<file path="config.mk">
export PLATFORM = sky130hd
export DESIGN_NAME = inc_dec_binary_bcd_unit
export DESIGN_NICKNAME = d
export VERILOG_FILES = /design/src/core/inc_dec_pkg.sv /design/src/core/bin_decrement_unit.sv /design/src/core/bcd_step_unit.sv /design/src/core/inc_dec_binary_bcd_unit.sv
export SDC_FILE = /design/constraint.sdc
export NUM_CORES = 1
export LEC_CHECK = 0
export BUFFER_PORTS_ARGS = -buffer_cell sky130_fd_sc_hd__buf_2
export CORE_ASPECT_RATIO = 0.8
export CORE_MARGIN = 2
export CORE_UTILIZATION = 55
export DETAILED_ROUTE_END_ITERATION = 8
export GPL_TIMING_DRIVEN = 0
export PLACE_DENSITY = 0.75
export SETUP_SLACK_MARGIN = 0.02
export SLEW_MARGIN = 0
export SYNTH_ARGS = -nofsm -noshare
export SYNTH_HDL_FRONTEND = slang
export SYNTH_SLANG_ARGS = --single-unit
export TNS_END_PERCENT = 20
</file>
<file path="constraint.sdc">
create_clock -name ref_clk -period 3.42 [get_ports ref_clk]
set_clock_uncertainty 0.05 [all_clocks]
set_input_delay 0.513 -clock ref_clk [delete_from_list [all_inputs] [get_ports ref_clk]]
set_output_delay 0.513 -clock ref_clk [all_outputs]
set_load 0.02 [all_outputs]
</file>
<file path="src/core/inc_dec_pkg.sv">
/*
 * shared constants of the increment/decrement unit: register offsets, field positions,
 * operation codes and reset values.
 * assumes a 32-bit avalon-mm register bus with byte addresses.
 */
package inc_dec_pkg;
   // register byte offsets
   localparam logic [4:0] OFF_CTRL = 5'h00;
   localparam logic [4:0] OFF_OPERAND_LO = 5'h04;
   localparam logic [4:0] OFF_OPERAND_HI = 5'h08;
   localparam logic [4:0] OFF_FLAGS = 5'h0c;
   localparam logic [4:0] OFF_SCAN = 5'h10;
   localparam logic [4:0] OFF_IRQ_STATUS = 5'h14;
   localparam logic [4:0] OFF_IRQ_MASK = 5'h18;
   localparam logic [4:0] OFF_EXEC_COUNT = 5'h1c;
   // control register fields
   localparam int CTRL_OP_LSB = 0;
   localparam int CTRL_EDGE_BIT = 16;
   localparam int CTRL_COND_BIT = 24;
   localparam logic [31:0] CTRL_WMASK = 32'h0101_03ff;
   localparam logic [31:0] CTRL_RESET = 32'h0000_0000;
   // operation codes
   localparam logic [9:0] OP_BIN_DEC = 10'h250;
   localparam logic [9:0] OP_BIN_DEC_DOUBLE = 10'h251;
   localparam logic [9:0] OP_BCD_INC = 10'h252;
   localparam logic [9:0] OP_BCD_INC_DOUBLE = 10'h253;
   localparam logic [9:0] OP_BCD_DEC = 10'h254;
   localparam logic [9:0] OP_BCD_DEC_DOUBLE = 10'h255;
   // flag and interrupt bit positions
   localparam int FLAG_ERROR = 0;
   localparam int FLAG_ZERO = 1;
   localparam int FLAG_CARRY = 2;
   localparam int FLAG_NEGATIVE = 3;
   localparam int IRQ_DONE = 0;
   localparam int IRQ_ERROR = 1;
   localparam int IRQ_ZERO = 2;
   localparam int IRQ_CARRY = 3;
   // reset values and masks
   localparam logic [15:0] OPERAND_RESET = 16'h0000;
   localparam logic [3:0] FLAGS_RESET = 4'h0;
   localparam logic [3:0] IRQ_MASK_RESET = 4'h0;
   localparam logic [7:0] DIGITS_SINGLE = 8'h0f;
   localparam logic [7:0] DIGITS_DOUBLE = 8'hff;
endpackage

</file>
<file path="src/core/bin_decrement_unit.sv">
/*
 * 32-bit binary decrement with per-nibble detection of a 0 to f change.
 * assumes the caller masks the nibbles that do not belong to the operand.
 */
`timescale 1ns/1ps
module bin_decrement_unit (
   // operand
   input wire logic [31:0] value,
   // result
   output logic [31:0] result,
   output logic [7:0] nibble_wrap
);
   assign result = value - 32'h0000_0001;

   genvar i;
   generate
      for (i = 0; i < 8; i = i + 1) begin : g_nib
         assign nibble_wrap[i] = (value[4*i +: 4] == 4'h0) && (result[4*i +: 4] == 4'hf);
      end
   endgenerate
endmodule

</file>
<file path="src/core/bcd_step_unit.sv">
/*
 * eight-digit packed bcd step by one, up or down, with decimal carry or borrow.
 * assumes the caller masks digits beyond the operand width and checks validity itself.
 */
`timescale 1ns/1ps
module bcd_step_unit (
   // operand and direction
   input wire logic [31:0] value,
   input wire logic count_up,
   // result
   output logic [31:0] result,
   output logic [7:0] digit_wrap,
   output logic [7:0] digit_bad
);
   logic [8:0] ripple;

   assign ripple[0] = 1'b1;

   genvar i;
   generate
      for (i = 0; i < 8; i = i + 1) begin : g_dig
         wire [3:0] d = value[4*i +: 4];
         wire at_edge = count_up ? (d == 4'h9) : (d == 4'h0);
         assign digit_bad[i] = d > 4'h9;
         assign digit_wrap[i] = ripple[i] & at_edge;
         assign ripple[i+1] = ripple[i] & at_edge;
         // a stepped digit either wraps to its far end or moves by one
         assign result[4*i +: 4] = !ripple[i] ? d :
                                   at_edge ? (count_up ? 4'h0 : 4'h9) :
                                   (count_up ? d + 4'h1 : d - 4'h1);
      end
   endgenerate
endmodule

</file>
<file path="src/core/inc_dec_binary_bcd_unit.sv">
/*
 * increment/decrement execution unit: binary decrement and bcd increment/decrement
 * of one word or a word pair, with error, zero, carry and negative flags,
 * an avalon-mm register slave with waitrequest and a masked level interrupt.
 * assumes software drives the operation code, operands and execution condition,
 * and writes the scan register once per scan cycle.
 */
`timescale 1ns/1ps
module inc_dec_binary_bcd_unit (
   // clock and reset
   input wire logic ref_clk,
   input wire logic nrst,
   // avalon-mm slave
   input wire logic [4:0] avs_address,
   input wire logic avs_read,
   input wire logic avs_write,
   input wire logic [3:0] avs_byteenable,
   input wire logic [31:0] avs_writedata,
   output logic [31:0] avs_readdata,
   output logic avs_waitrequest,
   // interrupt
   output logic irq,
   // condition flags
   output logic error_flag,
   output logic zero_result_flag,
   output logic digit_carry_flag,
   output logic negative_flag
);
   typedef enum logic [0:0] {
      BUS_IDLE = 1'b0,
      BUS_ACK = 1'b1
   } bus_state_t;

   // reset synchroniser
   logic rst_meta_reg;
   logic rst_sync_reg;
   wire rst_n = rst_sync_reg;

   always_ff @(posedge ref_clk or negedge nrst) begin
      if (!nrst) begin
         rst_meta_reg <= 1'b0;
         rst_sync_reg <= 1'b0;
      end else begin
         rst_meta_reg <= 1'b1;
         rst_sync_reg <= rst_meta_reg;
      end
   end

   // bus handshake: every access answers in its second cycle
   bus_state_t state_reg;
   bus_state_t state_next;
   wire req = avs_read | avs_write;

   always_comb begin
      case (state_reg)
         BUS_IDLE: state_next = req ? BUS_ACK : BUS_IDLE;
         BUS_ACK: state_next = BUS_IDLE;
         default: state_next = BUS_IDLE;
      endcase
   end

   always_ff @(posedge ref_clk or negedge rst_n) begin
      if (!rst_n) begin
         state_reg <= BUS_IDLE;
      end else begin
         state_reg <= state_next;
      end
   end

   wire accept = req & (state_reg == BUS_ACK);
   wire rd_capture = avs_read & (state_reg == BUS_IDLE);
   wire wr_acc = avs_write & accept;
   wire rd_acc = avs_read & accept;
   assign avs_waitrequest = req & (state_reg != BUS_ACK);

   // address decode
   wire [4:0] addr_word = {avs_address[4:2], 2'b00};
   wire sel_ctrl = addr_word == inc_dec_pkg::OFF_CTRL;
   wire sel_lo = addr_word == inc_dec_pkg::OFF_OPERAND_LO;
   wire sel_hi = addr_word == inc_dec_pkg::OFF_OPERAND_HI;
   wire sel_flags = addr_word == inc_dec_pkg::OFF_FLAGS;
   wire sel_scan = addr_word == inc_dec_pkg::OFF_SCAN;
   wire sel_irq_status = addr_word == inc_dec_pkg::OFF_IRQ_STATUS;
   wire sel_irq_mask = addr_word == inc_dec_pkg::OFF_IRQ_MASK;
   wire sel_count = addr_word == inc_dec_pkg::OFF_EXEC_COUNT;
   wire [31:0] be_mask = {{8{avs_byteenable[3]}}, {8{avs_byteenable[2]}},
                          {8{avs_byteenable[1]}}, {8{avs_byteenable[0]}}};

   // register state
   logic [31:0] ctrl_reg;
   logic [15:0] operand_lo_reg;
   logic [15:0] operand_hi_reg;
   logic [3:0] flags_reg;
   logic [3:0] irq_status_reg;
   logic [3:0] irq_mask_reg;
   logic cond_prev_reg;
   logic [15:0] exec_count_reg;
   logic [31:0] readdata_reg;

   // operation decode
   wire [9:0] opcode = ctrl_reg[inc_dec_pkg::CTRL_OP_LSB +: 10];
   wire op_bin16 = opcode == inc_dec_pkg::OP_BIN_DEC;
   wire op_bin32 = opcode == inc_dec_pkg::OP_BIN_DEC_DOUBLE;
   wire op_inc16 = opcode == inc_dec_pkg::OP_BCD_INC;
   wire op_inc32 = opcode == inc_dec_pkg::OP_BCD_INC_DOUBLE;
   wire op_dec16 = opcode == inc_dec_pkg::OP_BCD_DEC;
   wire op_dec32 = opcode == inc_dec_pkg::OP_BCD_DEC_DOUBLE;
   wire is_double = op_bin32 | op_inc32 | op_dec32;
   wire is_bcd = op_inc16 | op_inc32 | op_dec16 | op_dec32;
   wire is_bcd_up = op_inc16 | op_inc32;
   wire valid_op = op_bin16 | op_bin32 | is_bcd;
   wire [7:0] digit_mask = is_double ? inc_dec_pkg::DIGITS_DOUBLE : inc_dec_pkg::DIGITS_SINGLE;

   // the following word is the upper half of a pair
   wire [31:0] operand = is_double ? {operand_hi_reg, operand_lo_reg} : {16'h0000, operand_lo_reg};

   // datapaths
   wire [31:0] bin_result;
   wire [7:0] bin_wrap;
   wire [31:0] bcd_result;
   wire [7:0] bcd_wrap;
   wire [7:0] bcd_bad;

   bin_decrement_unit u_bin (
      .value(operand),
      .result(bin_result),
      .nibble_wrap(bin_wrap)
   );

   bcd_step_unit u_bcd (
      .value(operand),
      .count_up(is_bcd_up),
      .result(bcd_result),
      .digit_wrap(bcd_wrap),
      .digit_bad(bcd_bad)
   );

   wire bad_digit = is_bcd & (|(bcd_bad & digit_mask));
   // a bad operand is kept as it was so software can repair it
   wire [31:0] raw_value = bad_digit ? operand : (is_bcd ? bcd_result : bin_result);
   wire [31:0] new_value = is_double ? raw_value : {16'h0000, raw_value[15:0]};
   wire new_zero = new_value == 32'h0000_0000;
   wire bcd_carry = ~bad_digit & (|(bcd_wrap & digit_mask));
   wire bin_carry = |(bin_wrap & digit_mask);
   wire new_carry = is_bcd ? bcd_carry : bin_carry;
   wire new_negative = is_double ? new_value[31] : new_value[15];

   // scan cycle and execution condition
   wire scan_go = wr_acc & sel_scan & avs_byteenable[0] & avs_writedata[0];
   wire cond = ctrl_reg[inc_dec_pkg::CTRL_COND_BIT];
   wire edge_mode = ctrl_reg[inc_dec_pkg::CTRL_EDGE_BIT];
   wire cond_rose = cond & ~cond_prev_reg;
   wire fire = scan_go & (edge_mode ? cond_rose : cond);
   wire exec = fire & valid_op;
   wire write_back = exec & ~bad_digit;

   // interrupt events; a set in the cycle of the clearing read wins
   wire [3:0] irq_events = {exec & new_carry, exec & new_zero, exec & bad_digit, exec};
   wire irq_clear = rd_acc & sel_irq_status;
   wire [3:0] irq_status_next = (irq_status_reg & ~{4{irq_clear}}) | irq_events;

   // register write data
   wire [31:0] ctrl_next = (ctrl_reg & ~(be_mask & inc_dec_pkg::CTRL_WMASK)) |
                           (avs_writedata & be_mask & inc_dec_pkg::CTRL_WMASK);
   wire [15:0] lo_bus = (operand_lo_reg & ~be_mask[15:0]) | (avs_writedata[15:0] & be_mask[15:0]);
   wire [15:0] hi_bus = (operand_hi_reg & ~be_mask[15:0]) | (avs_writedata[15:0] & be_mask[15:0]);
   wire [3:0] mask_bus = (irq_mask_reg & ~be_mask[3:0]) | (avs_writedata[3:0] & be_mask[3:0]);
   wire [15:0] operand_lo_next = write_back ? new_value[15:0] : (wr_acc & sel_lo) ? lo_bus : operand_lo_reg;
   wire [15:0] operand_hi_next = (write_back & is_double) ? new_value[31:16] :
                                 (wr_acc & sel_hi) ? hi_bus : operand_hi_reg;
   // binary operations always clear error; bcd ones leave negative as it was
   wire [3:0] flags_next = {is_bcd ? flags_reg[inc_dec_pkg::FLAG_NEGATIVE] : new_negative,
                            new_carry, new_zero, bad_digit};

   // read multiplexer; unmapped offsets read zero
   wire [31:0] read_mux = sel_ctrl ? ctrl_reg :
                          sel_lo ? {16'h0000, operand_lo_reg} :
                          sel_hi ? {16'h0000, operand_hi_reg} :
                          sel_flags ? {28'h0000000, flags_reg} :
                          sel_irq_status ? {28'h0000000, irq_status_reg} :
                          sel_irq_mask ? {28'h0000000, irq_mask_reg} :
                          sel_count ? {16'h0000, exec_count_reg} :
                          32'h0000_0000;

   always_ff @(posedge ref_clk or negedge rst_n) begin
      if (!rst_n) begin
         ctrl_reg <= inc_dec_pkg::CTRL_RESET;
      end else if (wr_acc & sel_ctrl) begin
         ctrl_reg <= ctrl_next;
      end
   end

   always_ff @(posedge ref_clk or negedge rst_n) begin
      if (!rst_n) begin
         operand_lo_reg <= inc_dec_pkg::OPERAND_RESET;
         operand_hi_reg <= inc_dec_pkg::OPERAND_RESET;
      end else begin
         operand_lo_reg <= operand_lo_next;
         operand_hi_reg <= operand_hi_next;
      end
   end

   always_ff @(posedge ref_clk or negedge rst_n) begin
      if (!rst_n) begin
         flags_reg <= inc_dec_pkg::FLAGS_RESET;
      end else if (exec) begin
         flags_reg <= flags_next;
      end
   end

   // the previous condition advances only at scans, as the sequencer sees it
   always_ff @(posedge ref_clk or negedge rst_n) begin
      if (!rst_n) begin
         cond_prev_reg <= 1'b0;
      end else if (scan_go) begin
         cond_prev_reg <= cond;
      end
   end

   always_ff @(posedge ref_clk or negedge rst_n) begin
      if (!rst_n) begin
         exec_count_reg <= 16'h0000;
      end else if (write_back) begin
         exec_count_reg <= exec_count_reg + 16'h0001;
      end
   end

   always_ff @(posedge ref_clk or negedge rst_n) begin
      if (!rst_n) begin
         irq_status_reg <= 4'h0;
         irq_mask_reg <= inc_dec_pkg::IRQ_MASK_RESET;
      end else begin
         irq_status_reg <= irq_status_next;
         if (wr_acc & sel_irq_mask) begin
            irq_mask_reg <= mask_bus;
         end
      end
   end

   // read data is caught in the first cycle and stands through the answer
   always_ff @(posedge ref_clk or negedge rst_n) begin
      if (!rst_n) begin
         readdata_reg <= 32'h0000_0000;
      end else if (rd_capture) begin
         readdata_reg <= read_mux;
      end
   end

   assign avs_readdata = readdata_reg;
   assign irq = |(irq_status_reg & irq_mask_reg);
   assign error_flag = flags_reg[inc_dec_pkg::FLAG_ERROR];
   assign zero_result_flag = flags_reg[inc_dec_pkg::FLAG_ZERO];
   assign digit_carry_flag = flags_reg[inc_dec_pkg::FLAG_CARRY];
   assign negative_flag = flags_reg[inc_dec_pkg::FLAG_NEGATIVE];
endmodule

</file>
==> flow_summary_export.csv <==
group,metric,value,unit
cells_and_area,antenna_cells,0,
setup_path,rr_worst_depth,16,
setup_path,path_class,"reg -> reg",
placement,placed_area,9070,µm²
global_routing,met1_usage,0.609,
timing,relSlewSlack,0.124,
global_routing,grt_pass1_vias,8242,
die,pin_count,83,
drt,drc_errors,0,
cells_and_area,post-route-util,0.671,
drt,drt-wirelength-per-cell,25.9,µm
cells_and_area,regArea,2360,µm²
setup_path,reg2reg_slack,-0.31,ns
synthesis,synth_cell_types,94,
setup_path,arrival,3.96,ns
drt,antenna_left,0,
pwr,power,4.70,mW
cells_and_area,multi_input_area,5960,µm²
timing,slew_violations,0,
clock_tree,numCtsBuffers,9,
cells_and_area,final_cell_mix,"104 x nand2_1, 90 x dfrtp_1, 82 x nor2_1, 58 x o21ai_0, 56 x buf_2",
die,core_area,15000,µm²
die,die_w,142,µm
timing,clock.fmax,0.268,GHz
status,status,"finished, violations left",
synthesis,ys.flop_type,"dfrtp_1",
clock_tree,clk_latency,0.36,ns
timing,tightest_slew,1.30,ns
synthesis,syn_area_per_cell,8.29,µm²
cells_and_area,final_common_cell,"nand2_1",
die,rows,40,
cells_and_area,num-fill-cells,1270,
drt,via_per_inst,6.94,
setup_path,critPathLaunchType,"register",
placement,gp_congestion,1.05,
job,max-cap-violations,0,
clock_tree,cts.sinks,94,
drt,wl,34100,µm
placement,io_buffers,52,
setup_path,worstPathRequired,3.65,ns
drt,first_iter_violations,1482,
worst_hold_path,hold_class,"reg -> async",
synthesis,syn-instance-count,1016,
global_routing,use_met3,0.157,
die,start_util,0.561,
global_routing,grt_use_met2,0.567,
pwr,pwr_density_cell,466,nW/µm²
cells_and_area,stdcell_area,10100,µm²
global_routing,gr-usage-all-layers,0.415,
global_routing,grt-ovfl-total,0,
synthesis,seq_area_frac_synth,0.279,
pwr,leakagePower,4.16,nW
setup_path,end_kind,"register",
cells_and_area,drive_above_1_share,0.223,
synthesis,synth_edf_count,0,
pwr,vdd_drop_max,0.317,mV
clock_tree,cts_buffer_depth,2,
global_routing,grt_pass1_wl,50500,µm
cells_and_area,final_nets,1196,
timing,setup-violations-final,11,
status,violations,"negative setup slack",
synthesis,syn-cell-area,8420,µm²
clock_tree,htree_levels,3,
drt,vias,9134,
timing,finalCritPeriodShare,1.09,
timing,fin_hold_ws,0.240,ns
drt,drt_pass1_iterations,7,
global_routing,grt_max_degree,60,
global_routing,top_usage_layer,"met1",
placement,placed_cells,1271,
timing,grt_setup_unrepaired,"yes",
global_routing,antenna_found_initial,0,
cells_and_area,area_growth,19.7,%
synthesis,synthArstFlopShare,1.00,
setup_path,worst-path-max-fanout,4,
placement,hpwlAfterDp,25200,µm
timing,setup_ws,-0.307,ns
die,die_area,16300,µm²
timing,hold_viol,0,
clock_tree,cts_tree,"built",
synthesis,yosysWarningCount,0,
timing,finalCriticalPeriod,3.73,ns
clock_tree,clockRootBuffer,"clkbuf_16",
cells_and_area,finalNonFillerCells,1317,
die,die_h,115,µm
setup_path,worst_r2r_endpoint,"irq_status_reg[2]$_DFF_PN0_",
synthesis,ys_seq_elements,94,
clock_tree,cts.clk_slew.worst_paths,0.07,ns
cell type report:
class | instances | share of cell area
Inverter | 19 | 0.00708
Timing Repair Buffer | 83 | 0.0531
Clock buffer | 10 | 0.0227
Buffer | 93 | 0.0587
Sequential cell | 94 | 0.234
Clock inverter | 6 | 0.00919
Multi-Input combinational cell | 823 | 0.592
Tap cell | 189 | 0.0235
per-stage QoR:
step                      setup WS (ns)  setup TNS, ns
after floorplan                  0.0124              0
after global placement            -1.34         -68.31
after detailed placement          -1.28         -23.27
final                            -0.307          -1.43
after CTS                        -0.242         -0.644
after global routing             -0.425          -2.76
critical path: stages, from the launching register on:
cell and delay, ns:
dfrtp_1 0.43, and4bb_4 0.40, and3_4 0.20, buf_8 0.11, clkbuf_16 0.13, clkbuf_16 0.12, and2_4 0.14, ha_4 0.20
a21o_1 0.19, a41oi_2 0.21, mux2_4 0.34, a2111oi_4 0.22, a21oi_2 0.05, o21a_1 0.24, a211oi_2 0.21, nand4_1 0.20
o21ai_1 0.19
Yosys cell counts (5+ instances only):
| master | n | area, µm² |
|---|---|---|
| or3_1 | 11 | 68.8 |
| a221oi_1 | 6 | 52.6 |
| a21o_1 | 12 | 90.1 |
| buf_1 | 7 | 26.3 |
| o221ai_1 | 5 | 43.8 |
| and2_1 | 14 | 87.6 |
| a31oi_1 | 12 | 75.1 |
| nor2_1 | 86 | 323 |
| or2_2 | 5 | 31.3 |
| inv_1 | 18 | 67.6 |
| nand4_1 | 12 | 75.1 |
| a22oi_1 | 17 | 128 |
| nor3b_1 | 8 | 60.1 |
| nand3_1 | 28 | 140 |
| nor3_1 | 23 | 115 |
| xnor2_1 | 21 | 184 |
| o22ai_1 | 6 | 37.5 |
| buf_4 | 15 | 113 |
| or4_1 | 5 | 37.5 |
| nor2b_1 | 8 | 50.1 |
| and3_1 | 19 | 119 |
| o211ai_1 | 10 | 75.1 |
| mux2_2 | 26 | 293 |
| clkbuf_1 | 57 | 214 |
| mux2i_1 | 35 | 350 |
| ha_1 | 20 | 250 |
| o21ai_0 | 68 | 340 |
| a211o_1 | 5 | 43.8 |
| nand3b_1 | 7 | 52.6 |
| a211oi_1 | 14 | 105 |
| nor4_2 | 9 | 113 |
| dfrtp_1 | 94 | 2350 |
| buf_2 | 7 | 35.0 |
| buf_6 | 7 | 78.8 |
| fa_1 | 8 | 160 |
| a21oi_1 | 56 | 280 |
| xor2_1 | 11 | 96.3 |
| nor4_1 | 19 | 119 |
| o21a_1 | 7 | 52.6 |
| nand2b_1 | 5 | 31.3 |
| nand2_1 | 106 | 398 |
routing by layer:
layer  vias up  part of all wire
li1       3977                 -
met1      4370              0.42
met2       689              0.40
met3        98              0.16
met4         0             0.027
met5         -                 0
cell families (layout without fill, tap and decap cells):
| logic type | after synthesis | in the layout | synth area share |
|---|---|---|---|
| AND/OR/NAND/NOR | 394 | 394 | 0.253 |
| AO/OA/AOI/OAI | 288 | 288 | 0.232 |
| flip-flops | 94 | 94 | 0.279 |
| adder cells (fa/ha/maj) | 28 | 28 | 0.0487 |
| buffers and inverters | 112 | 211 | 0.0639 |
| XOR/XNOR | 33 | 33 | 0.0352 |
| other | 2 | 15 | 0.000892 |
| multiplexers | 65 | 65 | 0.0871 |
worst max path at each step:
| stage | depth (start not counted) | startpoint | slack (ns) | to |
|---|---|---|---|---|
| after global routing | 14 | register | -0.43 | irq_status_reg[2]$_DFF_PN0_ |
| after detailed placement | 13 | register | -1.28 | flags_reg[3]$_DFFE_PN0P_ |
| after global placement | 13 | register | -1.34 | flags_reg[3]$_DFFE_PN0P_ |
| after CTS | 17 | register | -0.24 | irq_status_reg[2]$_DFF_PN0_ |
| after floorplan | 17 | register | 0.01 | flags_reg[1]$_DFFE_PN0P_ |
| final | 16 | register | -0.31 | irq_status_reg[2]$_DFF_PN0_ |
power by group:
group | leakage (nW) | internal (mW) | switching [mW]
clock | 0.150 | 0.647 | 0.469
sequential | 1.23 | 1.27 | 0.210
combinational | 2.77 | 0.743 | 1.36
what timing repair did:
item / 4_1_cts / 5_1_grt
setup buffers: 19 / 10
resized for setup: 65 / 37
hold buffers: 1 / 0
endpoints found under the setup margin: 49 / 33
pin swaps: 14 / 13
hold endpoints to repair: 2 / 0
Power figures use the tool's default switching activity.
